<file path="config.mk">
export PLATFORM = sky130hd
export DESIGN_NAME = cfg_select
export DESIGN_NICKNAME = d
export VERILOG_FILES = /design/src/hdl/cfg_select.v
export VERILOG_INCLUDE_DIRS = /design/src /design/src/hdl
export SDC_FILE = /design/constraint.sdc
export NUM_CORES = 1
export LEC_CHECK = 0
export ABC_CLOCK_PERIOD_IN_PS = 1150
export BUFFER_PORTS_ARGS = -buffer_cell sky130_fd_sc_hd__buf_2
export CAP_MARGIN = 20
export CORE_MARGIN = 5
export CORE_UTILIZATION = 45
export CTS_CLUSTER_DIAMETER = 60
export DETAILED_ROUTE_END_ITERATION = 8
export PLACE_DENSITY_LB_ADDON = 0.08
export SETUP_SLACK_MARGIN = 0.05
export SYNTH_ARGS = -nofsm -noshare
export SYNTH_HDL_FRONTEND = slang
export SYNTH_SLANG_ARGS = --single-unit
</file>
<file path="constraint.sdc">
create_clock -name clock_i -period 1.15 [get_ports clock_i]
set_clock_uncertainty 0.1 [all_clocks]
set_input_delay 0.0575 -clock clock_i [delete_from_list [all_inputs] [get_ports clock_i]]
set_output_delay 0.0575 -clock clock_i [all_outputs]
set_load 0.02 [all_outputs]
</file>
<file path="src/hdl/cfg_select_consts.vh">
// Constants for the strap and register configuration selector
`ifndef CFG_SELECT_CONSTS_VH
`define CFG_SELECT_CONSTS_VH

// Register indices
`define REG_GENERAL 5'h00
`define REG_PATTERN 5'h0A
`define REG_OVERRIDE 5'h0D
`define REG_STRAPCFG 5'h1E
`define REG_STATUS 5'h1F

// Field positions
`define BIT_SOFT_RESET 10
`define BIT_REF_SELECT 5
`define BIT_PDN_GLOBAL 0
`define BIT_OVERRIDE 10
`define BIT_DATA_FORMAT 9
`define PAT_MSB 7
`define PAT_LSB 5
`define BIT_COARSE_GAIN 4
`define BIT_ONE_LANE 0
`define BIT_SINGLE_RATE 1
`define BIT_SER16 2
`define BIT_RISE_EDGE 3
`define BIT_LSB_FIRST 4
`define PDN_CHAN_MSB 4
`define PDN_CHAN_LSB 1
`define STRAP_MSB 4
`define STRAP_LSB 0

// Channel count and serial clock/data pin pair codes
`define NUM_CHANNELS 4
`define PAIR_IDLE 2'h0
`define PAIR_SYNC 2'h1
`define PAIR_PDN 2'h2

// Level codes
`define LVL_GND 2'h0
`define LVL_LOW 2'h1
`define LVL_HIGH 2'h2
`define LVL_SUP 2'h3

// Test pattern codes
`define PAT_NORMAL 3'h0
`define PAT_SYNC 3'h1
`define PAT_DESKEW 3'h2

`define DATA_RESET 11'h000
`define PAT_RESET 3'h0
`define STRAP_RESET 5'h00
`define CHAN_RESET 4'h0

`endif

</file>
<file path="src/hdl/cfg_select.v">
// Strap decode and register priority selection for the converter config
`timescale 1ns/1ps
`include "cfg_select_consts.vh"

module cfg_select (
    input wire clock_i,
    input wire rst_i,
    input wire combined_mode_i,
    input wire pdn_pin_i,
    input wire [1:0] interface_select_strap_i,
    input wire [1:0] serialization_select_strap_i,
    input wire [1:0] reserved_strap_i,
    input wire [1:0] bit_order_format_strap_i,
    input wire [1:0] serial_select_pin_i,
    input wire serial_clock_pin_i,
    input wire serial_data_pin_i,
    input wire [4:0] addr_i,
    input wire [10:0] wdata_i,
    input wire wr_i,
    input wire rd_i,
    output reg [10:0] rdata_o,
    output reg global_pdn_o,
    output reg [3:0] channel_pdn_o,
    output reg ref_pdn_o,
    output reg pll_pdn_o,
    output reg outbuf_pdn_o,
    output reg internal_ref_o,
    output reg coarse_gain_o,
    output reg [2:0] pattern_o,
    output reg single_rate_o,
    output reg two_lane_o,
    output reg ser16_o,
    output reg rise_edge_o,
    output reg lsb_first_o,
    output reg offset_binary_o
);

////////////////////////////////////////////////////////////////////////////////
// Register storage

reg ref_sel;
reg pdn_global;
reg [3:0] pdn_chan;
reg data_format;
reg [2:0] pat_sel;
reg override;
reg coarse_gain;
reg [4:0] strap_reg;
reg soft_reset_pending;

// A soft reset write restores defaults on the next edge and reads back low
always @(posedge clock_i or posedge rst_i) begin
    if (rst_i) begin
        ref_sel <= 1'b0;
        pdn_global <= 1'b0;
        pdn_chan <= `CHAN_RESET;
        data_format <= 1'b0;
        pat_sel <= `PAT_RESET;
        override <= 1'b0;
        coarse_gain <= 1'b0;
        strap_reg <= `STRAP_RESET;
        soft_reset_pending <= 1'b0;
    end else if (soft_reset_pending) begin
        ref_sel <= 1'b0;
        pdn_global <= 1'b0;
        pdn_chan <= `CHAN_RESET;
        data_format <= 1'b0;
        pat_sel <= `PAT_RESET;
        override <= 1'b0;
        coarse_gain <= 1'b0;
        strap_reg <= `STRAP_RESET;
        soft_reset_pending <= 1'b0;
    end else if (wr_i) begin
        case (addr_i)
        `REG_GENERAL: begin
            soft_reset_pending <= wdata_i[`BIT_SOFT_RESET];
            ref_sel <= wdata_i[`BIT_REF_SELECT];
            pdn_chan <= wdata_i[`PDN_CHAN_MSB:`PDN_CHAN_LSB];
            pdn_global <= wdata_i[`BIT_PDN_GLOBAL];
        end
        `REG_PATTERN: begin
            data_format <= wdata_i[`BIT_DATA_FORMAT];
            pat_sel <= wdata_i[`PAT_MSB:`PAT_LSB];
        end
        `REG_OVERRIDE: begin
            override <= wdata_i[`BIT_OVERRIDE];
            coarse_gain <= wdata_i[`BIT_COARSE_GAIN];
        end
        `REG_STRAPCFG: begin
            strap_reg <= wdata_i[`STRAP_MSB:`STRAP_LSB];
        end
        default: begin
        end
        endcase
    end
end

////////////////////////////////////////////////////////////////////////////////
// Strap decode, pure combinational on the level codes

reg s_single_rate;
reg s_two_lane;
reg s_ser16;
reg s_rise;
reg s_lsb;
reg s_offset;
reg s_int_ref;
reg s_gain;
reg [2:0] s_pat;
reg s_pdn;

// Level codes come from the detector, so decode is table lookup only
always @* begin
    case (interface_select_strap_i)
    `LVL_GND: begin
        s_single_rate = 1'b0;
        s_two_lane = 1'b0;
    end
    `LVL_HIGH: begin
        s_single_rate = 1'b1;
        s_two_lane = 1'b1;
    end
    `LVL_SUP: begin
        s_single_rate = 1'b0;
        s_two_lane = 1'b1;
    end
    default: begin
        // Unused half level falls back to the safest one-lane setting
        s_single_rate = 1'b0;
        s_two_lane = 1'b0;
    end
    endcase
    case (serialization_select_strap_i)
    `LVL_GND: begin
        s_ser16 = 1'b0;
        s_rise = 1'b0;
    end
    `LVL_LOW: begin
        s_ser16 = 1'b1;
        s_rise = 1'b0;
    end
    `LVL_HIGH: begin
        s_ser16 = 1'b1;
        s_rise = 1'b1;
    end
    default: begin
        s_ser16 = 1'b0;
        s_rise = 1'b1;
    end
    endcase
    case (bit_order_format_strap_i)
    `LVL_GND: begin
        s_lsb = 1'b0;
        s_offset = 1'b0;
    end
    `LVL_LOW: begin
        s_lsb = 1'b0;
        s_offset = 1'b1;
    end
    `LVL_HIGH: begin
        s_lsb = 1'b1;
        s_offset = 1'b1;
    end
    default: begin
        s_lsb = 1'b1;
        s_offset = 1'b0;
    end
    endcase
    case (serial_select_pin_i)
    `LVL_GND: begin
        s_int_ref = 1'b0;
        s_gain = 1'b0;
    end
    `LVL_LOW: begin
        s_int_ref = 1'b0;
        s_gain = 1'b1;
    end
    `LVL_HIGH: begin
        s_int_ref = 1'b1;
        s_gain = 1'b1;
    end
    default: begin
        s_int_ref = 1'b1;
        s_gain = 1'b0;
    end
    endcase
    case ({serial_clock_pin_i, serial_data_pin_i})
    `PAIR_IDLE: begin
        s_pat = `PAT_NORMAL;
        s_pdn = 1'b0;
    end
    `PAIR_SYNC: begin
        s_pat = `PAT_SYNC;
        s_pdn = 1'b0;
    end
    `PAIR_PDN: begin
        s_pat = `PAT_NORMAL;
        s_pdn = 1'b1;
    end
    default: begin
        s_pat = `PAT_DESKEW;
        s_pdn = 1'b0;
    end
    endcase
end

////////////////////////////////////////////////////////////////////////////////
// Priority selection

reg next_global_pdn;
reg next_int_ref;
reg next_gain;
reg [2:0] next_pattern;
reg next_single_rate;
reg next_two_lane;
reg next_ser16;
reg next_rise;
reg next_lsb;
reg next_offset;

// Reserved strap is never read by the logic, ignored by design; tie it to ground
always @* begin
    if (override) begin
        next_single_rate = strap_reg[`BIT_SINGLE_RATE];
        next_two_lane = ~strap_reg[`BIT_ONE_LANE];
        next_ser16 = strap_reg[`BIT_SER16];
        next_rise = strap_reg[`BIT_RISE_EDGE];
        next_lsb = strap_reg[`BIT_LSB_FIRST];
        next_offset = data_format;
    end else begin
        next_single_rate = s_single_rate;
        next_two_lane = s_two_lane;
        next_ser16 = s_ser16;
        next_rise = s_rise;
        next_lsb = s_lsb;
        next_offset = s_offset;
    end
    if (combined_mode_i) begin
        // Serial pins carry register traffic, so their levels are ignored
        next_int_ref = ref_sel;
        next_gain = override & coarse_gain;
        next_pattern = pat_sel;
        next_global_pdn = pdn_pin_i | pdn_global;
    end else begin
        next_int_ref = s_int_ref;
        next_gain = s_gain;
        next_pattern = s_pat;
        next_global_pdn = pdn_pin_i | s_pdn;
    end
end

////////////////////////////////////////////////////////////////////////////////
// Registered outputs

// Global power down fans out to every analog and output block
always @(posedge clock_i or posedge rst_i) begin
    if (rst_i) begin
        global_pdn_o <= 1'b0;
        ref_pdn_o <= 1'b0;
        pll_pdn_o <= 1'b0;
        outbuf_pdn_o <= 1'b0;
        internal_ref_o <= 1'b0;
        coarse_gain_o <= 1'b0;
        pattern_o <= `PAT_NORMAL;
        single_rate_o <= 1'b0;
        two_lane_o <= 1'b0;
        ser16_o <= 1'b0;
        rise_edge_o <= 1'b0;
        lsb_first_o <= 1'b0;
        offset_binary_o <= 1'b0;
    end else begin
        global_pdn_o <= next_global_pdn;
        ref_pdn_o <= next_global_pdn;
        pll_pdn_o <= next_global_pdn;
        outbuf_pdn_o <= next_global_pdn;
        internal_ref_o <= next_int_ref;
        coarse_gain_o <= next_gain;
        pattern_o <= next_pattern;
        single_rate_o <= next_single_rate;
        two_lane_o <= next_two_lane;
        ser16_o <= next_ser16;
        // Capture edge only means something in two-lane single-rate mode
        rise_edge_o <= next_rise & next_single_rate & next_two_lane;
        lsb_first_o <= next_lsb;
        offset_binary_o <= next_offset;
    end
end

// One flop per channel: each sleeps on its own bit or on global power down
genvar ch;
generate
    for (ch = 0; ch < `NUM_CHANNELS; ch = ch + 1) begin : g_chan_pdn
        always @(posedge clock_i or posedge rst_i) begin
            if (rst_i) begin
                channel_pdn_o[ch] <= 1'b0;
            end else begin
                channel_pdn_o[ch] <= next_global_pdn | pdn_chan[ch];
            end
        end
    end
endgenerate

////////////////////////////////////////////////////////////////////////////////
// Read port: data valid the cycle after the strobe, zero otherwise

reg [10:0] next_rdata;

// Idle or unmapped cycles return zero, so stale data never lingers
always @* begin
    next_rdata = `DATA_RESET;
    if (rd_i) begin
        case (addr_i)
        `REG_GENERAL: begin
            next_rdata = {5'h00, ref_sel, pdn_chan, pdn_global};
        end
        `REG_PATTERN: begin
            next_rdata = {1'b0, data_format, 1'b0, pat_sel, 5'h00};
        end
        `REG_OVERRIDE: begin
            next_rdata = {override, 5'h00, coarse_gain, 4'h0};
        end
        `REG_STRAPCFG: begin
            next_rdata = {6'h00, strap_reg};
        end
        `REG_STATUS: begin
            // Status shows what the converter really runs with now
            next_rdata = {global_pdn_o, internal_ref_o, coarse_gain_o,
                pattern_o, lsb_first_o, rise_edge_o, ser16_o,
                single_rate_o, two_lane_o};
        end
        default: begin
            next_rdata = `DATA_RESET;
        end
        endcase
    end
end

// Read data register
always @(posedge clock_i or posedge rst_i) begin
    if (rst_i) begin
        rdata_o <= `DATA_RESET;
    end else begin
        rdata_o <= next_rdata;
    end
end

endmodule // cfg_select

</file>
==> metrics, run 1 <==
crit start category input port; Worst-Skew Late Latency 0.30 ns; critical path arrival 1.27 ns; routed via count 1819; fill count 373; fin crit share 104%; CP required 1.22 ns; slew margin rel. 72.3%; maximum vdd drop 0.663 mV; DR vias/cell 5.18; # clock sinks 45; failing checks hold timing, setup timing; hold_sp combined_mode_i; Crit path max-delay family simple AND/OR/NAND/NOR gates; Util after Layout 67.0%; Worst Max-Slew Pin Slew 0.414 ns; Placer Congestion 0.799; Min Clock Period, post-route 1.19 ns; number of flops mapped to enable cells by yosys 0; I/O Buffers 60; Mapped Area 2000 um2; commonest non-fill, non-tap cell in the layout buf_2; outcome finished, violations left; most frequent cells in the layout 59 x buf_2, 43 x dfrtp_1, 28 x nand2_1; Num CTS Buffers 5; Largest register FFs 11; Mean Syn Cell Area 9.88 um2; Setup CP Type in -> reg; Power Dens Cells 1310 nW/um2; crit-path cells buf_6 > or3_4 > or4b_4 > nand2_1 > a21oi_1; DR DRC count 0; TritonCTS clock tree done; Fin. Hold Viols 1; final wirelength 5270 um; RSZ-0062 raised after global routing true; io pins 64; Core ar. 4320 um2; endpoints failing setup 7; worst hold margin -0.0227 ns; fin worst setup slack -0.0432 ns; # rows 24; WP buf/inv 1; Root Buffer clkbuf_8; kind of end point of the critical path register; deepest clock path buffer count 2; initial antenna violation count 0; WL per Instance 15.0 um; chip width 76.6 um; ratio of cells with drive above 1 in the final layout 39.5%; antenna cells 0; Die Ht 76.6 um; Max stage delay cell, worst path or4b_4; Leak Pwr 0.00141 uW; dpl ws -0.516 ns; largest net degree at the start of global routing 29; Area contributors post-synth dfrtp_1 56%, a21oi_1 6.0%, nand2_1 5.8%, nand3_1 5.3%, a22oi_1 3.8%; drt first pass iters 4; Reg clk slew, reported paths 0.08 ns; Async S/R FF share, synth 100%; Design Power 3810 uW; post-DP HPWL 3700 um; First DRT Iteration DRCs 86; Hold Crit Endpoint outbuf_pdn_o$_DFF_PP0_; Syn Inst Count 202; reg-to-reg startpoint pdn_global$_DFFE_PP0P_; die area 5870 um2; ANT nets after route 0; vias in the first global route 1773; #FFs+latches synth 45; GRT overflow 0; Yosys Warn Count 0; Synthesized Nets 242; top cell type by total area after synthesis dfrtp_1; nets 339; Reg2Reg Depth 3; MaxCap Viol Count 0; crit-path max FO 7; first-pass GRT wire length 8570 um; initial core utilization 46.2%; Pins Over Slew Limit 0; hold path depth 3; worst reg2reg path endpoint channel_pdn_o[0]$_DFF_PP0_; FF-to-FF setup slack 0.04 ns; Yosys top cell area share 56.4%; Primary FF master, synth dfrtp_1; Highest Clock Rate 838 MHz; min-delay worst type in -> reg; gr usage total 18.3%; CP peak stage delay 0.57 ns; post-synth cell types 30; Layout area overhead 45.1%; register area share after synthesis 56.4%; H-tree depth 2
[layer usage]
layer | share of wire, % | GRT usage, %
met5 | 0 | 0
met4 | 1.1 | 5.24
met3 | 5.7 | 5.67
met2 | 49 | 29.0
met1 | 44 | 24.0
[where the power goes]
group          internal (uW)  total [uW]  leakage, uW  switching, uW
Sequential              1760        1910     0.000582            149
Combinational            366         749     0.000770            383
Clock                    631        1150    0.0000540            519
Total                   2760        3810      0.00141           1050
[worst max path at each step]
| stage | slack (ns) | to | from | cells past startpoint |
|---|---|---|---|---|
| after floorplan | -0.23 | pdn_global$_DFFE_PP0P_ | addr_i[2] | 5 |
| after global placement | -0.47 | pdn_chan[0]$_DFFE_PP0P_ | addr_i[2] | 5 |
| after detailed placement | -0.52 | ref_sel$_DFFE_PP0P_ | addr_i[2] | 5 |
| after CTS | -0.05 | ref_sel$_DFFE_PP0P_ | addr_i[2] | 5 |
| after global routing | -0.04 | pdn_chan[3]$_DFFE_PP0P_ | addr_i[2] | 5 |
| final | -0.04 | pdn_global$_DFFE_PP0P_ | addr_i[2] | 5 |
[synth_stat cells (3+ instances only)]
cell type  count
clkbuf_1       7
buf_4          3
and2_1         3
nand2_1       31
and3_1         3
o31ai_1        3
o21ai_0        7
inv_1          9
or2_2          4
ha_1           6
a22oi_1       10
buf_2          3
a21oi_1       24
nand3_1       21
nor2_1         5
dfrtp_1       45
[through the flow]
step	hold WS, ns	setup TNS (ns)	instance area (um2)	instances
3_5_place_dp	-0.0205	-9.43	2500	323
6_report	-0.0227	-0.240	2900	351
2_1_floorplan	-0.0319	-2.94	2010	202
3_3_place_gp	-0.0220	-8.64	2500	323
4_1_cts	0.0239	-0.252	2860	349
5_1_grt	0.00163	-0.325	2900	351
[logic make-up (layout without fill, tap and decap cells)]
group                    count (synthesis)  in the layout  share of synthesized area [%]
multiplexers                             2              2                           1.13
AND/OR/NAND/NOR                         79             79                           19.9
flip-flops                              45             45                           56.4
adder cells (fa/ha/maj)                  6              6                           3.76
AO/OA/AOI/OAI                           46             46                           13.5
buffers and inverters                   24            121                           5.27
[worst reg2reg max path, stage by stage, from the launching register on]
cell     delay [ns]
dfrtp_1        0.42
a21oi_2        0.16
o21ai_2        0.10
or2_4          0.23
[cell type report]
type,instances,area [um2],share of cell area (%)
clock buffers,5,68.8,2.38
inverters,9,37.5,1.30
flip-flops and latches,45,1130,39.0
well taps,52,65.1,2.25
repair buffers,105,724,25.0
clock inverters,2,35.0,1.21
multi-input cells,133,836,28.9
[timing repair]
item	in CTS	in global routing
hold buffers	19	1
endpoints found under the hold margin	71	1
pin swaps	3	5
buffers inserted	0	2
gates resized for setup	19	8
endpoints found under the setup margin	25	36
Power figures use the tool's default switching activity.
==> run 2: changes to the inputs <==
--- a/config.mk
+++ b/config.mk
@@ -6,15 +6,16 @@
 export SDC_FILE = /design/constraint.sdc
 export NUM_CORES = 1
 export LEC_CHECK = 0
-export ABC_CLOCK_PERIOD_IN_PS = 1150
+export ABC_CLOCK_PERIOD_IN_PS = 1450
 export BUFFER_PORTS_ARGS = -buffer_cell sky130_fd_sc_hd__buf_2
 export CAP_MARGIN = 20
 export CORE_MARGIN = 5
-export CORE_UTILIZATION = 45
+export CORE_UTILIZATION = 54
 export CTS_CLUSTER_DIAMETER = 60
 export DETAILED_ROUTE_END_ITERATION = 8
 export PLACE_DENSITY_LB_ADDON = 0.08
 export SETUP_SLACK_MARGIN = 0.05
+export SLEW_MARGIN = 10
 export SYNTH_ARGS = -nofsm -noshare
 export SYNTH_HDL_FRONTEND = slang
 export SYNTH_SLANG_ARGS = --single-unit
==> constraint.sdc (replaced) <==
create_clock -name clock_i -period 1.45 [get_ports clock_i]
set_clock_uncertainty 0.1 [all_clocks]
set_input_delay 0.0725 -clock clock_i [delete_from_list [all_inputs] [get_ports clock_i]]
set_output_delay 0.0725 -clock clock_i [all_outputs]
set_load 0.02 [all_outputs]
==> run 2 against run 1 <==
- the flow now finishes without violations
- core utilization increased by 8.3 points
- critical path depth is the same
- non-clock buffer count fell by 7
- cell count decreased by 2.8%
- clock power is 16% lower
- register-to-register slack improved by 0.12 ns
- hold slack improved by 0.029 ns
- die area fell by 15%
- sequential power shrank 21%
- flip-flop and latch count did not move
- critical endpoint is now pattern_o[1]$_DFF_PP0_
- largest power group unchanged
==> metrics, run 2 (synthesis results as in run 1) <==
outcome completed; sequential share of power 50.5%; Core ar. 3630 um2; Num CTS Buffers 5; Combinational Power Share 17.0%; Min Clock Period, post-route 1.35 ns; MaxCap Viol Count 0; Fin. Hold Viols 0; ratio of cells with drive above 1 in the final layout 32.8%; Worst Max-Slew Pin Slew 0.696 ns; DR vias/cell 5.25; Clk pwr share 32.5%; DR WL met3 341 um; crit start category input port; slew margin rel. 53.3%; crit-path max FO 3; initial antenna violation count 0; deepest clock path buffer count 2; min-delay worst type in -> reg; Hold Crit Endpoint lsb_first_o$_DFF_PP0_; kind of end point of the critical path register; first-pass GRT wire length 8400 um; Final Cell Area 2730 um2; Pint 2190 uW; CP required 1.57 ns; placed cell areas 2430 um2; die area 5010 um2; FF-to-FF setup slack 0.16 ns; fin worst setup slack 0.104 ns; # clock sinks 45; routed via count 1790; Setup CP Type in -> reg; chip width 70.8 um; RSZ-0062 raised after global routing true; WL per Instance 14.4 um; Top Layer Used met4; Util after Layout 75.2%; Power Dens Cells 1090 nW/um2; # rows 22; Sw Share 26.7%; ANT nets after route 0; Placer Congestion 0.829; critical path arrival 1.47 ns; Pins Over Slew Limit 0; antenna cells 0; commonest non-fill, non-tap cell in the layout buf_2; Root Buffer clkbuf_8; io pins 64; Die Ht 70.8 um; post-DP HPWL 3580 um; hold_sp bit_order_format_strap_i[0]; First DRT Iteration DRCs 113; GRT overflow 0; Layout Cells excl Fill 341; initial core utilization 54.9%; nets 332; Layout area overhead 36.9%; Highest Clock Rate 743 MHz; fill count 293; Reg clk slew, reported paths 0.08 ns; gr usage total 21.3%; reg-to-reg startpoint override$_DFFE_PP0P_; worst reg2reg path endpoint rise_edge_o$_DFF_PP0_; largest net degree at the start of global routing 21; Largest register FFs 11; Routed met1 length 2040 um; dpl ws -0.201 ns; I/O Buffers 60; endpoints failing setup 0; TritonCTS clock tree done; placed insts 315; fin crit share 92.8%; most frequent cells in the layout 60 x buf_2, 44 x dfrtp_1, 31 x nand2_1; final wirelength 4920 um; hold path depth 3; Leak Pwr 0.00134 uW; Reg2Reg Depth 4; Worst-Skew Late Latency 0.29 ns; Psw 796 uW; vias in the first global route 1755; met2 wire len 2440 um; H-tree depth 2; drt first pass iters 4; maximum vdd drop 0.846 mV; DR DRC count 0
-- run 2: cell types whose count changed in the layout (fill, tap and decap cells not counted), moves of 3 or more --
cell     previous run  this run
buf_6               3         0
nand2_2             3         0
o21ai_0             3         6
or2_2               0         4
nand2_1            28        31
or2_4               4         0
-- run 2: how the worst max path moves through the flow --
stage                                  from  slack (ns)                      end
after CTS                         addr_i[4]        0.11      ref_sel$_DFFE_PP0P_
after global routing      serial_data_pin_i        0.05   pattern_o[1]$_DFF_PP0_
after floorplan                   addr_i[4]        0.04  pdn_chan[1]$_DFFE_PP0P_
final                     serial_data_pin_i        0.10   pattern_o[1]$_DFF_PP0_
after detailed placement          addr_i[4]       -0.20  pdn_chan[2]$_DFFE_PP0P_
after global placement            addr_i[4]       -0.17  pdn_chan[0]$_DFFE_PP0P_
-- run 2: what timing repair did --
action,in CTS,in global routing
buffers inserted,0,0
resized for setup,0,2
endpoints found under the hold margin,42,0
setup endpoints to repair,0,2
hold buffers,18,0
-- run 2: layout make-up --
class	count	area (um2)	area share (%)
clock inverters	1	30.0	1.10
multi-input cells	133	764	28.0
flip-flops and latches	45	1130	41.3
repair buffers	98	631	23.1
inverters	9	33.8	1.24
well taps	48	60.1	2.20
clock buffers	7	86.3	3.16
-- run 2: power groups by stage --
| stage | Clock (uW) | Sequential [uW] | Combinational (uW) |
|---|---|---|---|
| after global routing | 1030 | 1530 | 565 |
| after CTS | 973 | 1510 | 509 |
| after detailed placement | 0 | 1530 | 470 |
| after floorplan | 0 | 1560 | 234 |
| final | 970 | 1510 | 506 |
| after global placement | 0 | 1530 | 460 |
-- run 2: through the flow --
| stage | total power, uW | hold WS (ns) | TNS [ns] |
|---|---|---|---|
| final | 2980 | 0.00643 | 0 |
| after global routing | 3120 | 0.0137 | 0 |
| after CTS | 2990 | 0.00256 | 0 |
| after detailed placement | 2000 | 0.0197 | -1.52 |
| after global placement | 1990 | 0.0193 | -1.32 |
| after floorplan | 1800 | 0.101 | 0 |
-- run 2: metal layers --
metal / GRT usage (%) / vias up
li1: - / 875
met5: 0 / -
met3: 4.83 / 12
met4: 6.05 / 0
met1: 28.8 / 837
met2: 34.6 / 66
-- run 2: critical path, stage by stage --
cell,delay [ns]
dlygate4sd3_1,0.53
buf_2,0.13
nand2_1,0.05
dlygate4sd3_1,0.55
o21ai_1,0.13
